$ cat src/rtl/bdp_consts.vh
// Constants for the byte-wide digital I/O port
`ifndef BDP_CONSTS_VH
`define BDP_CONSTS_VH
`define BDP_DIR_RESET 8'h00
`define BDP_DRIVE_PUSH_PULL 1'b0
`define BDP_DRIVE_OPEN_DRAIN 1'b1
`define BDP_DRIVE_RESET 1'b0
`define BDP_PORT_RESET 8'h00
`define BDP_PORT_VALID 8'h00
`define BDP_PULLUP_RESET 1'b0
`define BDP_LIMIT_MS_RESET 32'd30000
`define BDP_CLK_HZ 125000000
`define BDP_CYC_PER_MS (`BDP_CLK_HZ / 1000)
`define BDP_OP_NONE 2'd0
`define BDP_OP_PORT 2'd1
`define BDP_OP_LINE 2'd2
`endif

$ cat src/rtl/bdp_timer.v
// Millisecond time limit watcher for port operations
`timescale 1ns/1ps
`default_nettype none
`include "bdp_consts.vh"
module bdp_timer #(
  parameter CYC_PER_MS = `BDP_CYC_PER_MS
)
(
  input wire clk, // System clock
  input wire rst_n, // Synchronous reset, active low
  input wire run, // Operation in progress
  input wire [31:0] limit_ms, // Time limit in milliseconds
  output wire expired // Limit reached while running
);
  reg [31:0] cyc_ff;
  reg [31:0] ms_ff;
  wire ms_tick;

  assign ms_tick = (cyc_ff == CYC_PER_MS - 1);
  // Count only while an operation runs; restart for each operation
  always @(posedge clk)
  begin
    if (!rst_n || !run)
    begin
      cyc_ff <= 32'h0;
      ms_ff <= 32'h0;
    end
    else
    begin
      cyc_ff <= ms_tick ? 32'h0 : cyc_ff + 32'h1;
      if (ms_tick && !expired)
        ms_ff <= ms_ff + 32'h1;
    end
  end
  // At least the full limit elapses before expiry
  assign expired = run && (ms_ff >= limit_ms);
endmodule // bdp_timer
`default_nettype wire

$ cat src/rtl/bdp_port.v
// Byte-wide digital I/O port with direction, drive style and time limit
// What this block does
// - A direction bit of 1 makes its line an output and 0 makes it an input.
// - The direction bitmap resets to zero so every line starts as an input.
// - The drive style of the active port selects open-drain or push-pull outputs.
// - The drive style resets to push-pull.
// - The active-port selector resets to 0 and only 0 is valid on this single-port block.
// - A single-line read gives 0 for a low line level and 1 for a high one.
// - One global time limit bounds each operation before it is called timed out.
// - The time limit resets to 30000 milliseconds.
// - The pull-up enable connects the two-wire bus pull-ups when set.
// - A port-wide write changes only lines marked as outputs.
// - A port-wide read gives bit n for line n, input level or driven level.
// - A single-line write to an output line of 1 drives high in push-pull or releases it in open-drain, and of 0 drives low.
`timescale 1ns/1ps
`default_nettype none
`include "bdp_consts.vh"
module bdp_port #(
  parameter WIDTH = 8,
  parameter CYC_PER_MS = `BDP_CYC_PER_MS
)
(
  input wire clk, // System clock
  input wire rst_n, // Synchronous reset, active low
  input wire cfg_we, // Configuration write strobe
  input wire [7:0] cfg_port, // Active port select value
  input wire cfg_drive, // Drive style, 1 open-drain
  input wire [WIDTH-1:0] cfg_dir, // Direction bitmap value
  input wire cfg_pullup, // Pull-up enable value
  input wire limit_we, // Time limit write strobe
  input wire [31:0] limit_ms, // Time limit value in ms
  input wire op_start, // Start one operation, pulse
  input wire op_write, // 1 write, 0 read
  input wire op_line, // 1 single line, 0 whole port
  input wire [7:0] op_port, // Port number of operation
  input wire [2:0] op_lnum, // Line number for line ops
  input wire [WIDTH-1:0] op_data, // Write value
  input wire op_hold, // Stretch operation, for limit tests
  output reg op_busy_ff, // Operation in progress
  output reg op_done_ff, // Operation finished, pulse
  output reg op_err_ff, // Bad port number, sticky to next op
  output reg op_timeout_ff, // Timed out, sticky to next op
  output reg [WIDTH-1:0] rd_data_ff, // Read result
  output reg [7:0] active_port_select_ff, // Active port
  output reg output_drive_style_ff, // Drive style
  output reg [WIDTH-1:0] line_direction_bitmap_ff, // Direction map
  output reg [31:0] operation_time_limit_ff, // Time limit ms
  output reg pullup_en_ff, // Two-wire bus pull-ups connected
  input wire [WIDTH-1:0] dio_in, // Pin levels
  output wire [WIDTH-1:0] dio_out, // Pin output levels
  output wire [WIDTH-1:0] dio_oe_n // Pin drive enable, low drives
);
  // Pin levels after the two-stage synchroniser
  reg [WIDTH-1:0] sync1_ff;
  reg [WIDTH-1:0] sync2_ff;

  // Driven output value and the operation captured at start
  reg [WIDTH-1:0] out_ff;
  reg wr_ff;
  reg line_ff;
  reg [2:0] lnum_ff;
  reg [WIDTH-1:0] data_ff;

  // Merged write value, read-back level and time limit state
  reg [WIDTH-1:0] nxt_out;
  wire [WIDTH-1:0] level;
  wire expired;
  genvar g;

  // Only port 0 exists; any other number is refused
  function port_valid;
    input [7:0] port_num;
    begin
      port_valid = (port_num == `BDP_PORT_VALID);
    end
  endfunction

  // Two-stage synchroniser on the pins
  // Inputs read back two cycles after the pin changes
  always @(posedge clk)
  begin
    if (!rst_n)
    begin
      sync1_ff <= {WIDTH{1'b0}};
      sync2_ff <= {WIDTH{1'b0}};
    end
    else
    begin
      sync1_ff <= dio_in;
      sync2_ff <= sync1_ff;
    end
  end

  // Outputs report their own driven value, inputs the pin
  // Open-drain outputs still read back the driven value, not the pin
  assign level = (line_direction_bitmap_ff & out_ff) | (~line_direction_bitmap_ff & sync2_ff);

  // Pin drivers: open-drain releases high, push-pull drives both levels
  // An open-drain high needs a pull-up outside; without one the pin floats
  generate
    for (g = 0; g < WIDTH; g = g + 1)
    begin : g_pin
      assign dio_out[g] = out_ff[g];
      assign dio_oe_n[g] = ~(line_direction_bitmap_ff[g] &
        (output_drive_style_ff == `BDP_DRIVE_PUSH_PULL || !out_ff[g]));
    end
  endgenerate

  // Configuration; a bad port number is refused
  // Refusal is silent; the host sees no error for a bad configuration port
  always @(posedge clk)
  begin
    if (!rst_n)
    begin
      active_port_select_ff <= `BDP_PORT_RESET;
      output_drive_style_ff <= `BDP_DRIVE_RESET;
      line_direction_bitmap_ff <= `BDP_DIR_RESET;
      pullup_en_ff <= `BDP_PULLUP_RESET;
      operation_time_limit_ff <= `BDP_LIMIT_MS_RESET;
    end
    else
    begin
      if (cfg_we && port_valid(cfg_port))
      begin
        active_port_select_ff <= cfg_port;
        output_drive_style_ff <= cfg_drive;
        line_direction_bitmap_ff <= cfg_dir;
        pullup_en_ff <= cfg_pullup;
      end
      // A new limit applies at once, also to a running operation
      if (limit_we)
        operation_time_limit_ff <= limit_ms;
    end
  end

  // Write value merged under the direction mask
  always @*
  begin
    nxt_out = out_ff;
    if (line_ff)
    begin
      // A line write to an input line is dropped
      if (line_direction_bitmap_ff[lnum_ff])
        nxt_out[lnum_ff] = data_ff[0];
    end
    else
      nxt_out = (out_ff & ~line_direction_bitmap_ff) | (data_ff & line_direction_bitmap_ff);
  end

  // Operation sequencer: capture, complete next cycle unless held
  always @(posedge clk)
  begin
    if (!rst_n)
    begin
      out_ff <= {WIDTH{1'b0}};
      wr_ff <= 1'b0;
      line_ff <= 1'b0;
      lnum_ff <= 3'h0;
      data_ff <= {WIDTH{1'b0}};
      op_busy_ff <= 1'b0;
      op_done_ff <= 1'b0;
      op_err_ff <= 1'b0;
      op_timeout_ff <= 1'b0;
      rd_data_ff <= {WIDTH{1'b0}};
    end
    else
    begin
      // Done is a one-cycle pulse
      op_done_ff <= 1'b0;
      if (!op_busy_ff && op_start)
      begin
        op_err_ff <= 1'b0;
        op_timeout_ff <= 1'b0;
        // A refused port finishes at once with the error flag
        if (!port_valid(op_port))
        begin
          op_err_ff <= 1'b1;
          op_done_ff <= 1'b1;
        end
        else
        begin
          op_busy_ff <= 1'b1;
          wr_ff <= op_write;
          line_ff <= op_line;
          lnum_ff <= op_lnum;
          data_ff <= op_data;
        end
      end
      // Timeout wins over completion, so a held write is dropped
      else if (op_busy_ff && expired)
      begin
        op_busy_ff <= 1'b0;
        op_timeout_ff <= 1'b1;
        op_done_ff <= 1'b1;
      end
      // Normal completion: a write merges, a read captures
      else if (op_busy_ff && !op_hold)
      begin
        op_busy_ff <= 1'b0;
        op_done_ff <= 1'b1;
        if (wr_ff)
          out_ff <= nxt_out;
        else if (line_ff)
          rd_data_ff <= {{(WIDTH-1){1'b0}}, level[lnum_ff]};
        else
          rd_data_ff <= level;
      end
    end
  end

  // Time limit watcher
  // Its counters restart whenever the sequencer is idle
  bdp_timer #(
    .CYC_PER_MS(CYC_PER_MS)
  ) u_timer (
    .clk(clk),
    .rst_n(rst_n),
    .run(op_busy_ff),
    .limit_ms(operation_time_limit_ff),
    .expired(expired)
  );
endmodule // bdp_port
`default_nettype wire

$ cat config.mk
export PLATFORM = sky130hd
export DESIGN_NAME = bdp_port
export DESIGN_NICKNAME = d
export VERILOG_FILES = /design/src/rtl/bdp_timer.v /design/src/rtl/bdp_port.v
export VERILOG_INCLUDE_DIRS = /design/src /design/src/rtl
export SDC_FILE = /design/constraint.sdc
export NUM_CORES = 1
export LEC_CHECK = 0
export BUFFER_PORTS_ARGS = -buffer_cell sky130_fd_sc_hd__buf_2
export CAP_MARGIN = 10
export CELL_PAD_IN_SITES_DETAIL_PLACEMENT = 1
export CELL_PAD_IN_SITES_GLOBAL_PLACEMENT = 2
export CORE_MARGIN = 2
export CORE_UTILIZATION = 33
export DETAILED_ROUTE_END_ITERATION = 6
export GPL_TIMING_DRIVEN = 0
export HOLD_SLACK_MARGIN = 0.05
export PLACE_DENSITY = 0.83
export SYNTH_ARGS = -nofsm -noshare
export SYNTH_HDL_FRONTEND = slang
export SYNTH_SLANG_ARGS = --single-unit
$ cat constraint.sdc
create_clock -name clk -period 3.44 [get_ports clk]
set_input_delay 0.86 -clock clk [delete_from_list [all_inputs] [get_ports clk]]
set_output_delay 0.86 -clock clk [all_outputs]
set_load 0.02 [all_outputs]
==> flow_summary.yaml <==
floorplanning:
  core_um2: 24300
  die_w_um: 162
  ioPinCount: 163
  rows: 57
  initial_core_util_pct: 33.7
  die-area_um2: 26100
  dieHeight_um: 162
power:
  leakage_uw: 0.00405
  powerDensity_nw_per_um2: 417
  switchingPower_uw: 1110
  ir_drop_mv: 0.208
  p_comb_share_pct: 6.1
  internal-power_uw: 3080
  swShare_pct: 26.5
  power.share.clock_pct: 47.6
  p_seq_share_pct: 46.3
sta:
  fin_crit_sh_pct: 91.8
  max_slew_margin_pct: 32.3
  tightestPinTransition_ps: 1010
  fmax_ghz: 0.317
  setup_tns_ps: 0
  fin_crit_ps: 3160
  finalSetupViolCount: 0
  skew_ps: 16.2
  rsz0062_at_grt: "false"
  final-max-slew-violation-count: 0
  finalHoldViolCount: 0
critical_path:
  r2r_end: "u_timer.ms_ff[17]"
  critPathMaxFanout: 10
  rr_startpoint: "operation_time_limit_ff[15]"
  crit_path_end_kind: "flip-flop"
  rr_worst_depth: 10
  crit_required_ps: 3770
  reg2reg_slack_ps: 280
  worstPathArrival_ps: 3490
  crit_type: "flip-flop to flip-flop"
  crit_path_start_kind: "flip-flop"
outcome:
  outcome: "finished clean"
grt:
  grt.overflow.total: 0
  grt_pass1_vias: 7676
  grt_pass1_wl_mm: 42.2
  grt_start_max_net_pins: 19
  antenna_found_initial: 1
  track_usage_pct: 20.4
routing:
  drc: 0
  wl_mm: 26.3
  drt_first_pass_iters: 4
  vias: 7552
  postRouteAntennaNets: 0
  viasPerCell: 5.22
  wl_per_cell_um: 18.2
  drt_iter0_drc: 416
placement:
  place_congestion: 0.867
  io_buffers: 161
  dp_hpwl_mm: 20.3
clock_tree:
  cts_made_buffers: 17
  clock_path_buffers: 2
  cts_tree: "yes"
  cts_sinks: 163
  clkTransAtPathRegs_ps: 80
  worstSkewPairLatency_ps: 440
  cts-hold-fix-buffers: 0
  cts_root_buffer: "clkbuf_16"
  htreeDepth: 4
logic_synthesis:
  syn_nets: 1049
  async_flop_share_pct: 0
  ys_types: 60
  synth_edf_count: 0
  postSynthCellCount: 930
  syn_area_um2: 8190
  synth.avg_cell_area_um2: 8.81
  synth_seq_cells: 163
  ys_seq_area_share_pct: 39.8
  ys.flop_type: "dfxtp_1"
  yosysWarnings: 0
cells_and_area:
  fillCellCount: 2946
  multiInputGateArea_um2: 4590
  layout_common_cells: "buf_2 (166), dfxtp_1 (163), nand2_1 (91), mux2i_1 (62), nand3_1 (59)"
  final_util_pct: 41.3
  layout_commonest_cell: "buf_2"
  drive_above_1_share_pct: 21.0
  antenna_cells: 0
  fin_nets: 1229
  area_growth_pct: 22.6
  final-seq-area_um2: 3260
hold_path:
  hold_class: "flip-flop to flip-flop"
  hp-start: "sync1_ff[6]"
  hold_path_depth: 1
  min_to: "sync2_ff[6]"
job:
  maxCapViolCount: 0
==> power by group through the flow <==
stage / clock network, uW / logic (uW) / registers, uW
finish: 1990 / 256 / 1940
global route: 2100 / 285 / 1940
global placement: 0 / 252 / 1980
CTS: 2040 / 260 / 1940
floorplan: 0 / 112 / 2010
detailed placement: 0 / 257 / 1980
==> how the worst max path moves through the flow <==
stage | startpoint | end | slack, ps | depth (start not counted)
2_1_floorplan | operation_time_limit_ff[14] | u_timer.ms_ff[17] | 680 | 10
3_3_place_gp | operation_time_limit_ff[29] | u_timer.ms_ff[23] | -160 | 10
3_5_place_dp | operation_time_limit_ff[29] | u_timer.ms_ff[23] | -170 | 10
4_1_cts | operation_time_limit_ff[15] | u_timer.ms_ff[17] | 60 | 10
5_1_grt | operation_time_limit_ff[29] | u_timer.ms_ff[30] | 100 | 10
6_report | operation_time_limit_ff[15] | u_timer.ms_ff[17] | 280 | 10
==> sequential cells by signal, summed over array words and instances, names as in the netlist, 3 cells and up, named ones only <==
register and flops:
sync1_ff 8, sync2_ff 8, rd_data_ff 8, u_timer.cyc_ff 32, active_port_select_ff 8, lnum_ff 3
u_timer.ms_ff 32, line_direction_bitmap_ff 8, data_ff 8, operation_time_limit_ff 32
==> worst max-delay path, stage by stage, from the launching register on <==
cell	delay, ps
dfxtp_1	370
inv_1	60
ha_1	310
nand4_1	110
nor3_1	440
or4b_1	570
a31oi_4	340
clkbuf_2	290
buf_2	290
o311ai_0	170
o41ai_1	100
==> cell usage after synthesis (all sizes together), types with 2 or more instances <==
| library cell | count | share of area, % |
|---|---|---|
| o22ai | 4 | 0.31 |
| or2 | 2 | 0.15 |
| inv | 45 | 2.1 |
| o21ai | 10 | 0.61 |
| and3 | 21 | 1.6 |
| or3 | 8 | 0.64 |
| nor4 | 17 | 1.9 |
| nand2b | 16 | 1.2 |
| or4 | 22 | 2.1 |
| buf | 11 | 0.58 |
| and2 | 19 | 1.5 |
| dfxtp | 163 | 40 |
| mux2 | 7 | 0.96 |
| o31a | 2 | 0.21 |
| o221a | 7 | 0.96 |
| o311ai | 8 | 0.86 |
| nand4b | 2 | 0.21 |
| mux4 | 3 | 0.82 |
| o211ai | 7 | 0.64 |
| xor2 | 20 | 2.1 |
| o21a | 2 | 0.18 |
| a31oi | 3 | 0.23 |
| clkbuf | 42 | 1.9 |
| nand2 | 91 | 4.2 |
| ha | 34 | 5.2 |
| o41ai | 6 | 0.64 |
| nor3 | 22 | 1.4 |
| nor2 | 50 | 2.3 |
| and4 | 2 | 0.23 |
| nand3 | 59 | 3.6 |
| nor2b | 53 | 4.0 |
| xnor2 | 10 | 1.1 |
| mux2i | 62 | 7.6 |
| nand4 | 24 | 1.9 |
| o31ai | 26 | 2.4 |
| a21oi | 35 | 2.1 |
| a41o | 2 | 0.24 |
==> layer usage <==
metal | vias to the layer above | global-route usage [%] | share of wire (%)
met1 | 3639 | 28.1 | 49
met3 | 34 | 3.42 | 4.6
met5 | - | 0 | 0
met2 | 196 | 33.1 | 45
met4 | 0 | 5.72 | 1.4
li1 | 3683 | - | -
==> cell families after synthesis <==
| logic type | count (synthesis) | share of synthesized area (%) |
|---|---|---|
| flip-flops | 163 | 39.8 |
| multiplexers | 72 | 9.36 |
| adder cells (fa/ha/maj) | 34 | 5.19 |
| buffers and inverters | 98 | 4.57 |
| AND/OR/NAND/NOR | 412 | 27.4 |
| XOR/XNOR | 30 | 3.21 |
| AO/OA/AOI/OAI | 121 | 10.4 |
==> per-stage QoR <==
stage	worst slack (ps)	total power [uW]	hold WS, ps	std cells	area (um2)
3_3_place_gp	-158	2240	419	1415	9400
4_1_cts	56.5	4240	440	1447	10000
6_report	282	4190	440	1447	10000
3_5_place_dp	-169	2240	422	1415	9400
5_1_grt	102	4330	460	1447	10000
2_1_floorplan	680	2120	412	930	8190
==> repair_timing <==
action                     in CTS  in global routing
gates resized for setup         2                  5
buffers inserted                0                  0
pin swaps                       0                  0
setup endpoints to repair      26                 26
==> layout make-up <==
| type | count | share of cell area (%) |
|---|---|---|
| Buffer | 53 | 2.06 |
| Clock buffer | 17 | 4.24 |
| Clock inverter | 15 | 1.82 |
| Inverter | 45 | 1.68 |
| Multi-Input combinational cell | 669 | 45.7 |
| Sequential cell | 163 | 32.5 |
| Tap cell | 324 | 4.04 |
| Timing Repair Buffer | 161 | 8.02 |
Note: power is estimated with default switching activity, not from simulation.
